### config.mk
export PLATFORM = sky130hd
export DESIGN_NAME = adcrc_control
export DESIGN_NICKNAME = d
export VERILOG_FILES = /design/src/inc/adcrc_pkg.sv /design/src/rtl/adcrc_clock_divider.sv /design/src/rtl/adcrc_control.sv
export SDC_FILE = /design/constraint.sdc
export NUM_CORES = 1
export LEC_CHECK = 0
export BUFFER_PORTS_ARGS = -buffer_cell sky130_fd_sc_hd__buf_2
export CORE_MARGIN = 4
export CORE_UTILIZATION = 55
export CTS_CLUSTER_DIAMETER = 150
export DETAILED_ROUTE_END_ITERATION = 12
export PLACE_DENSITY = 0.87
export SLEW_MARGIN = 20
export SYNTH_ARGS = -nofsm -noshare
export SYNTH_HDL_FRONTEND = slang
export SYNTH_SLANG_ARGS = --single-unit
### constraint.sdc
create_clock -name sys_clk -period 2.3 [get_ports sys_clk]
set_input_delay 0.115 -clock sys_clk [delete_from_list [all_inputs] [get_ports sys_clk]]
set_output_delay 0.115 -clock sys_clk [all_outputs]
set_load 0.1 [all_outputs]
### src/inc/adcrc_pkg.sv
// package: constants and types for the converter control block
package adcrc_pkg;
    localparam int          CHAN_COUNT     = 8;
    localparam int          CHAN_BITS      = 3;
    localparam int          RESULT_BITS    = 10;
    localparam int          PRESCALE_BITS  = 4;
    localparam int          SAMPLE_PERIODS = 14;
    localparam logic        POWER_UP_RESET = 1'b0;
    localparam logic        IRQ_EN_RESET   = 1'b0;
    localparam logic [3:0]  PRESCALE_RESET = 4'h0;
    localparam logic [2:0]  CHAN_RESET     = 3'h0;
    localparam logic [9:0]  RESULT_RESET   = 10'h000;
    localparam logic [9:0]  SAR_RESET      = 10'h000;
    typedef enum logic [1:0] {ADCRC_IDLE, ADCRC_SAMPLE, ADCRC_CONVERT} adcrc_state_t;
endpackage

### src/rtl/adcrc_clock_divider.sv
// prescaler that issues one-cycle conversion clock ticks
`timescale 1ns/1ns
module adcrc_clock_divider
    import adcrc_pkg::*;
#(
    parameter int PRESCALE_W = PRESCALE_BITS
)
(
    input  wire logic                  sys_clk,
    input  wire logic                  rst,
    input  wire logic                  run,
    input  wire logic [PRESCALE_W-1:0] rate,
    output logic                       tick
);
    logic [PRESCALE_W:0] count;
    logic [PRESCALE_W:0] next_count;
    logic                next_tick;
    logic [PRESCALE_W:0] limit;

    // factor is (rate + 1) * 2 bus clocks
    always_comb
    begin
        limit      = {rate, 1'b1};
        next_count = count;
        next_tick  = 1'b0;
        if (!run)
        begin
            next_count = '0;
        end
        else if (count >= limit)
        begin
            next_count = '0;
            next_tick  = 1'b1;
        end
        else
        begin
            next_count = count + 1'b1;
        end
    end

    always_ff @(posedge sys_clk or posedge rst)
    begin
        if (rst)
        begin
            count <= '0;
            tick  <= 1'b0;
        end
        else
        begin
            count <= next_count;
            tick  <= next_tick;
        end
    end
endmodule

### src/rtl/adcrc_control.sv
// converter control: power-up, start and abort, sar sequence, complete flag and irq
`timescale 1ns/1ns
//
// Contract
// RQ1: system reset returns block to initial state
// RQ2: reset reloads registers, leaves converter powered down
// RQ3: power-up bit resets to zero
// RQ4: reset stops conversion, clears flag and sar
// RQ5: reset withdraws pending interrupt request
// RQ6: power-up does not reinitialise registers
// RQ7: control write aborts conversion, keeps registers
// RQ8: irq at conversion end with result loaded
// RQ9: without irq enable software polls flag
// RQ10: irq stays while complete flag set
// RQ11: status-control write clears complete flag
// RQ12: result high or low read clears flag
// RQ13: mux routes one of eight channels
// RQ14: sampling lasts fourteen conversion clock periods
// RQ15: status-control write restarts a conversion
// RQ16: pin-enable write aborts without restarting
// RQ17: power-down stops clock and aborts conversion
// RQ18: result load and flag set same cycle
module adcrc_control
    import adcrc_pkg::*;
#(
    parameter int NUM_CHAN   = CHAN_COUNT,
    parameter int RES_W      = RESULT_BITS,
    parameter int PRESCALE_W = PRESCALE_BITS,
    parameter int SAMPLE_LEN = SAMPLE_PERIODS
)
(
    input  wire logic                  sys_clk,
    input  wire logic                  rst,
    input  wire logic                  controlWrite,
    input  wire logic                  converterPowerUpIn,
    input  wire logic [PRESCALE_W-1:0] prescaleIn,
    input  wire logic                  statusControlWrite,
    input  wire logic                  conversionIrqEnableIn,
    input  wire logic [CHAN_BITS-1:0]  channelIn,
    input  wire logic                  pinEnableWrite,
    input  wire logic                  resultHighRead,
    input  wire logic                  resultLowRead,
    input  wire logic                  compareHigh,
    output logic                       converterPowerUp,
    output logic                       conversionIrqEnable,
    output logic [PRESCALE_W-1:0]      prescale,
    output logic [CHAN_BITS-1:0]       channel,
    output logic [NUM_CHAN-1:0]        channelSelect,
    output logic                       sampleActive,
    output logic [RES_W-1:0]           sarValue,
    output logic [RES_W-1:0]           result,
    output logic                       conversion_complete_flag,
    output logic                       converterIrq,
    output logic                       busy
);
    import adcrc_pkg::*;

    localparam int SCNT_W = $clog2(SAMPLE_LEN + 1);
    localparam int BCNT_W = $clog2(RES_W + 1);

    adcrc_state_t              state;
    adcrc_state_t              next_state;
    logic [SCNT_W-1:0]         sampleCount;
    logic [SCNT_W-1:0]         next_sampleCount;
    logic [BCNT_W-1:0]         bitIndex;
    logic [BCNT_W-1:0]         next_bitIndex;
    logic [RES_W-1:0]          next_sarValue;
    logic [RES_W-1:0]          next_result;
    logic                      next_flag;
    logic                      next_irq;
    logic                      next_powerUp;
    logic                      next_irqEnable;
    logic [PRESCALE_W-1:0]     next_prescale;
    logic [CHAN_BITS-1:0]      next_channel;
    logic [NUM_CHAN-1:0]       next_channelSelect;
    logic                      next_sampleActive;
    logic                      next_busy;
    logic                      convTick;
    logic                      abort;
    logic                      done;
    logic [RES_W-1:0]          trialBits;

    // conversion clock only runs while powered up
    adcrc_clock_divider #(
        .PRESCALE_W (PRESCALE_W)
    ) u_divider (
        .sys_clk (sys_clk),
        .rst     (rst),
        .run     (converterPowerUp),                                 // [RQ17]
        .rate    (prescale),
        .tick    (convTick)
    );

    // software-visible settings; writes only store values
    always_comb
    begin
        next_powerUp   = converterPowerUp;
        next_prescale  = prescale;
        next_irqEnable = conversionIrqEnable;
        next_channel   = channel;
        if (controlWrite)
        begin
            next_powerUp  = converterPowerUpIn;                      // [RQ6]
            next_prescale = prescaleIn;
        end
        if (statusControlWrite)
        begin
            next_irqEnable = conversionIrqEnableIn;
            next_channel   = channelIn;
        end
    end

    // sequencer: sample then successive approximation
    always_comb
    begin
        abort              = controlWrite || pinEnableWrite || !converterPowerUp; // [RQ7] [RQ16] [RQ17]
        done               = 1'b0;
        trialBits          = '0;
        next_state         = state;
        next_sampleCount   = sampleCount;
        next_bitIndex      = bitIndex;
        next_sarValue      = sarValue;
        next_result        = result;
        if (statusControlWrite && converterPowerUp && !controlWrite)
        begin
            next_state       = ADCRC_SAMPLE;                         // [RQ15]
            next_sampleCount = '0;
            next_sarValue    = '0;
        end
        else if (abort)
        begin
            next_state = ADCRC_IDLE;
        end
        else if (convTick)
        begin
            unique case (state)
                ADCRC_IDLE:
                begin
                    next_state = ADCRC_IDLE;
                end
                ADCRC_SAMPLE:
                begin
                    if (sampleCount == SCNT_W'(SAMPLE_LEN - 1))      // [RQ14]
                    begin
                        next_state    = ADCRC_CONVERT;
                        next_bitIndex = BCNT_W'(RES_W - 1);
                        next_sarValue = '0;
                    end
                    else
                    begin
                        next_sampleCount = sampleCount + 1'b1;
                    end
                end
                ADCRC_CONVERT:
                begin
                    // keep trial bit when the input is at or above the trial level
                    trialBits = sarValue;
                    trialBits[bitIndex] = compareHigh;
                    next_sarValue = trialBits;
                    if (bitIndex == '0)
                    begin
                        next_state  = ADCRC_IDLE;
                        next_result = trialBits;                     // [RQ18]
                        done        = 1'b1;
                    end
                    else
                    begin
                        next_sarValue[bitIndex - 1'b1] = 1'b1;
                        next_bitIndex = bitIndex - 1'b1;
                    end
                end
            endcase
        end
        if (next_state == ADCRC_CONVERT && state == ADCRC_SAMPLE)
        begin
            next_sarValue[RES_W-1] = 1'b1;
        end
    end

    // complete flag: completion wins over a same-cycle clear
    always_comb
    begin
        next_flag = conversion_complete_flag;
        if (statusControlWrite || resultHighRead || resultLowRead)
        begin
            next_flag = 1'b0;                                        // [RQ11] [RQ12]
        end
        if (done)
        begin
            next_flag = 1'b1;                                        // [RQ18]
        end
        next_irq           = next_flag && next_irqEnable;            // [RQ8] [RQ10]
        next_busy          = (next_state != ADCRC_IDLE);
        next_sampleActive  = (next_state == ADCRC_SAMPLE);
        next_channelSelect = '0;
        if (next_state == ADCRC_SAMPLE)
        begin
            next_channelSelect[next_channel] = 1'b1;                 // [RQ13]
        end
    end

    always_ff @(posedge sys_clk or posedge rst)
    begin
        if (rst)
        begin
            converterPowerUp         <= POWER_UP_RESET;              // [RQ2] [RQ3]
            prescale                 <= PRESCALE_RESET;
            conversionIrqEnable      <= IRQ_EN_RESET;
            channel                  <= CHAN_RESET;
            state                    <= ADCRC_IDLE;                  // [RQ1] [RQ4]
            sampleCount              <= '0;
            bitIndex                 <= '0;
            sarValue                 <= SAR_RESET;                   // [RQ4]
            result                   <= RESULT_RESET;
            conversion_complete_flag <= 1'b0;                        // [RQ4]
            converterIrq             <= 1'b0;                        // [RQ5]
            busy                     <= 1'b0;
            sampleActive             <= 1'b0;
            channelSelect            <= '0;
        end
        else
        begin
            converterPowerUp         <= next_powerUp;
            prescale                 <= next_prescale;
            conversionIrqEnable      <= next_irqEnable;
            channel                  <= next_channel;
            state                    <= next_state;
            sampleCount              <= next_sampleCount;
            bitIndex                 <= next_bitIndex;
            sarValue                 <= next_sarValue;
            result                   <= next_result;
            conversion_complete_flag <= next_flag;
            converterIrq             <= next_irq;
            busy                     <= next_busy;
            sampleActive             <= next_sampleActive;
            channelSelect            <= next_channelSelect;
        end
    end
endmodule

==> Flow_metrics.wiki <==
{| class="wikitable"
! Metric !! Value
|-
| Outcome || finished, final reports clean
|-
| Antenna violations before repair || 0
|-
| Post-detailed-routing wire length || 6.499 mm
|-
| Critical Path RT || 2.57 ns
|-
| Placed cells || 413
|-
| Capturing point of the worst reg2reg path || conversion_complete_flag
|-
| Setup slack of the most critical reg-to-reg path || 0.13 ns
|-
| Leakage power of the design || 1.887 nW
|-
| Die Span Y || 80.34 um
|-
| Pre-CTS setup slack || 0.3454 ns
|-
| Number of synthesized register bits || 57
|-
| Starting DRC count in detailed routing || 176
|-
| Number of global-route vias before repair || 2395
|-
| DIE AREA || 6454 um^2
|-
| Die X-Extent || 80.34 um
|-
| Count of fill cells added during filler insertion || 377
|-
| Accumulated negative setup slack || 0 ns
|-
| Worst rel slew slack || 61.38%
|-
| Total inserted antenna cells || 0
|-
| Portion of netlist area occupied by mux cells || 5.087%
|-
| Clock-pin transition on the worst setup and hold timing paths || 0.07 ns
|-
| Cell count of the worst hold path || 2
|-
| Final number of hold-violating endpoints || 0
|-
| Drt first pass iters || 5
|-
| Worst-margin pin slew || 0.5744 ns
|-
| Power density relative to cell area || 675.7 nW/um^2
|-
| Adder and majority gate portion of the synthesized area || 6.522%
|-
| Hold Worst Slack || 0.03564 ns
|-
| Time the worst path needs with I/O delays and setup || 2.170 ns
|-
| Reg area || 1428 um^2
|-
| Reg2Reg Launch Point || bitIndex[1]
|-
| Largest fanout on the critical path || 6
|-
| Synthesized area per cell || 9.855 um^2
|-
| Distinct cell type count of the synthesized netlist || 49
|-
| Maximum clock skew at final layout || 0.009315 ns
|-
| Setup crit end kind || flip-flop
|-
| Final routed DRC violation total || 0
|-
| Sink Count || 57
|-
| Share of the synthesized area in compound gates (AO/OA/AOI/OAI) || 13.52%
|-
| Tcrit/Tclk final || 94.35%
|-
| Area added between synthesis and finish || 22.43%
|-
| Final setup slack of the worst path || 0.1299 ns
|-
| Number of cell rows || 26
|-
| Sequential-to-total area share from yosys stat || 49.57%
|-
| Top flip-flop cell by instance count after synthesis || sky130_fd_sc_hd__dfrtp_1
|-
| Insertion delay to the later sink of the worst-skew pair || 0.34 ns
|-
| Simple-gate portion of the synthesized area || 17.65%
|-
| Setup violators final || 0
|-
| Non-filler instance count after layout || 437
|-
| Crit Path Class || flip-flop to flip-flop
|-
| Synthesized instance count || 292
|-
| Core Box Area || 5075 um^2
|-
| Overall global routing resource usage || 23.08%
|-
| CTS tree || done
|-
| Final antenna-violating net count || 0
|-
| Final layout net count || 394
|-
| Cell depth of the worst flop-to-flop path || 6
|-
| Post-Synthesis Net Count || 324
|-
| Half-perimeter wire length after detailed placement || 4.517 mm
|-
| Clk root buf || sky130_fd_sc_hd__clkbuf_8
|-
| Highest attainable clock frequency || 460.8 MHz
|-
| Maxcap violations || 0
|-
| Number of enable-type register cells in the synthesized netlist || 0
|-
| Multi-input gate area in the final layout || 1301 um^2
|-
| CTS Buf Count || 9
|-
| Total standard cell area after synthesis || 2878 um^2
|-
| Arrival time of the worst setup path || 2.44 ns
|-
| HP Class || input pin to flip-flop
|-
| Main combinational cell family by area after synthesis || simple AND/OR/NAND/NOR gates
|-
| Final GP Congestion || 0.9225
|-
| Setup repair after global routing missed its margin || no
|-
| Core Util, Final || 69.43%
|-
| Vias per std cell || 5.412
|-
| Max-slew violation total from the final report || 0
|-
| Port bufs || 57
|-
| Worst VDD drop || 0.4661 mV
|-
| Pin count of the biggest net entering global routing || 33
|-
| Total gr overflow || 0
|-
| Top-level port count || 58
|-
| Proportion of layout cells with a drive suffix above 1 || 26.43%
|-
| Number of buffers on the longest clock path || 2
|-
| Startpoint kind of the worst setup timing path || flip-flop
|-
| Wire length of the first global-routing pass || 11.25 mm
|-
| Starting utilization of the core area || 56.71%
|-
| Count of warnings emitted by yosys || 0
|-
| Xor/xnor share of the synthesized area || 2.130%
|-
| Launch point of the critical path || bitIndex[1]
|-
| Worst setup path endpoint || conversion_complete_flag
|-
| Total number of vias || 2365
|-
| FFs w/ async S/R, synth || 100.0%
|-
| Number of H-tree branching levels || 3
|-
| Detailed-route wire length per cell || 14.87 um
|}
## layout make-up
| cell class | instances | share of cell area (%) |
|---|---|---|
| sequential | 57 | 40.52 |
| multi-input combinational | 202 | 36.93 |
| timing repair buffer | 71 | 12.00 |
| clock buffer | 11 | 4.297 |
| tap | 70 | 2.486 |
| inverter | 21 | 2.237 |
| clock inverter | 5 | 1.527 |
## layout by cell type, fill, tap and decap left out, drive strengths merged, types with 3 or more instances in the layout
| cell type | Yosys | layout |
|---|---|---|
| a21oi | 10 | 10 |
| o31ai | 4 | 4 |
| clkinv | 0 | 4 |
| a21o | 3 | 3 |
| nor2 | 28 | 28 |
| buf | 9 | 63 |
| dfrtp | 57 | 57 |
| nor3b | 3 | 3 |
| nand2 | 42 | 42 |
| mux2i | 9 | 9 |
| clkbuf | 3 | 11 |
| mux2 | 5 | 5 |
| nand3 | 6 | 6 |
| a21boi | 4 | 4 |
| nor3 | 3 | 3 |
| ha | 15 | 15 |
| xor2 | 5 | 5 |
| o21ai | 31 | 31 |
| inv | 21 | 21 |
| dlygate4sd3 | 0 | 8 |
| nand2b | 3 | 3 |
| and3 | 6 | 6 |
## Yosys cell counts, types with 3 or more instances
master / count / area (um^2)
sky130_fd_sc_hd__ha_1: 15 / 187.7
sky130_fd_sc_hd__nand2_1: 42 / 157.7
sky130_fd_sc_hd__mux2i_1: 9 / 90.09
sky130_fd_sc_hd__nand3_1: 6 / 30.03
sky130_fd_sc_hd__o31ai_1: 3 / 22.52
sky130_fd_sc_hd__nor3_1: 3 / 15.01
sky130_fd_sc_hd__inv_1: 20 / 75.07
sky130_fd_sc_hd__buf_2: 4 / 20.02
sky130_fd_sc_hd__dfrtp_1: 57 / 1426
sky130_fd_sc_hd__clkbuf_1: 3 / 11.26
sky130_fd_sc_hd__a21boi_0: 4 / 30.03
sky130_fd_sc_hd__buf_6: 3 / 33.78
sky130_fd_sc_hd__mux2_2: 5 / 56.30
sky130_fd_sc_hd__and3_1: 3 / 18.77
sky130_fd_sc_hd__nor2_1: 28 / 105.1
sky130_fd_sc_hd__o21ai_0: 29 / 145.1
sky130_fd_sc_hd__a21oi_1: 10 / 50.05
sky130_fd_sc_hd__a21o_1: 3 / 22.52
sky130_fd_sc_hd__xor2_1: 5 / 43.79
## flip-flops by register name (all words and copies together) (netlist names), 2 cells and up
name             flops
bitIndex             4
channel              3
channelSelect        8
prescale             4
result              10
sampleCount          4
sarValue            10
state                2
u_divider.count      5
## worst max-delay path, stage by stage (launching register included)
cell	delay (ns)
sky130_fd_sc_hd__dfrtp_1	0.43
sky130_fd_sc_hd__inv_1	0.15
sky130_fd_sc_hd__ha_1	0.22
sky130_fd_sc_hd__nor3b_4	0.35
sky130_fd_sc_hd__nand4b_4	0.22
sky130_fd_sc_hd__o41ai_1	0.13
sky130_fd_sc_hd__dlygate4sd3_1	0.61
## power by group
group          internal, mW  leakage, nW  switching, mW  total (mW)
Clock                 0.555        0.109          0.395       0.950
Combinational        0.0891         1.01          0.285       0.374
Sequential             1.03        0.766         0.0231        1.06
Total                  1.68         1.89          0.703        2.38
## cell families (layout without fill, tap and decap cells)
kind of cell | Yosys count | count (layout)
AO/OA/AOI/OAI | 64 | 64
XOR/XNOR | 7 | 7
adder cells (fa/ha/maj) | 15 | 15
buffers and inverters | 33 | 108
flip-flops | 57 | 57
multiplexers | 14 | 14
AND/OR/NAND/NOR | 102 | 102
## routing by layer
metal,wire (um),GRT usage (%)
met1,2723,28.61
met2,3204,36.42
met3,435,7.511
met4,136,10.81
met5,0,0
## stage by stage
step / instance area [um^2] / power (mW)
after floorplan: 2879 / 1.359
after global placement: 3229 / 1.431
after detailed placement: 3229 / 1.438
after CTS: 3515 / 2.405
after global routing: 3523 / 2.486
final: 3523 / 2.381
## worst min-delay path by stage
stage,from,to
after detailed placement,rst,conversion_complete_flag
after floorplan,resultLowRead,conversion_complete_flag
final,conversionIrqEnableIn,conversionIrqEnable
after global placement,rst,conversionIrqEnable
after global routing,conversionIrqEnableIn,conversionIrqEnable
after CTS,conversionIrqEnableIn,conversionIrqEnable
## repair_timing
action,in CTS,in global routing
resized for setup,0,1
hold buffers,8,0
hold endpoints to repair,31,0
endpoints found under the setup margin,0,1
buffers inserted,0,0
No activity file was read; power rests on OpenSTA's default activity.
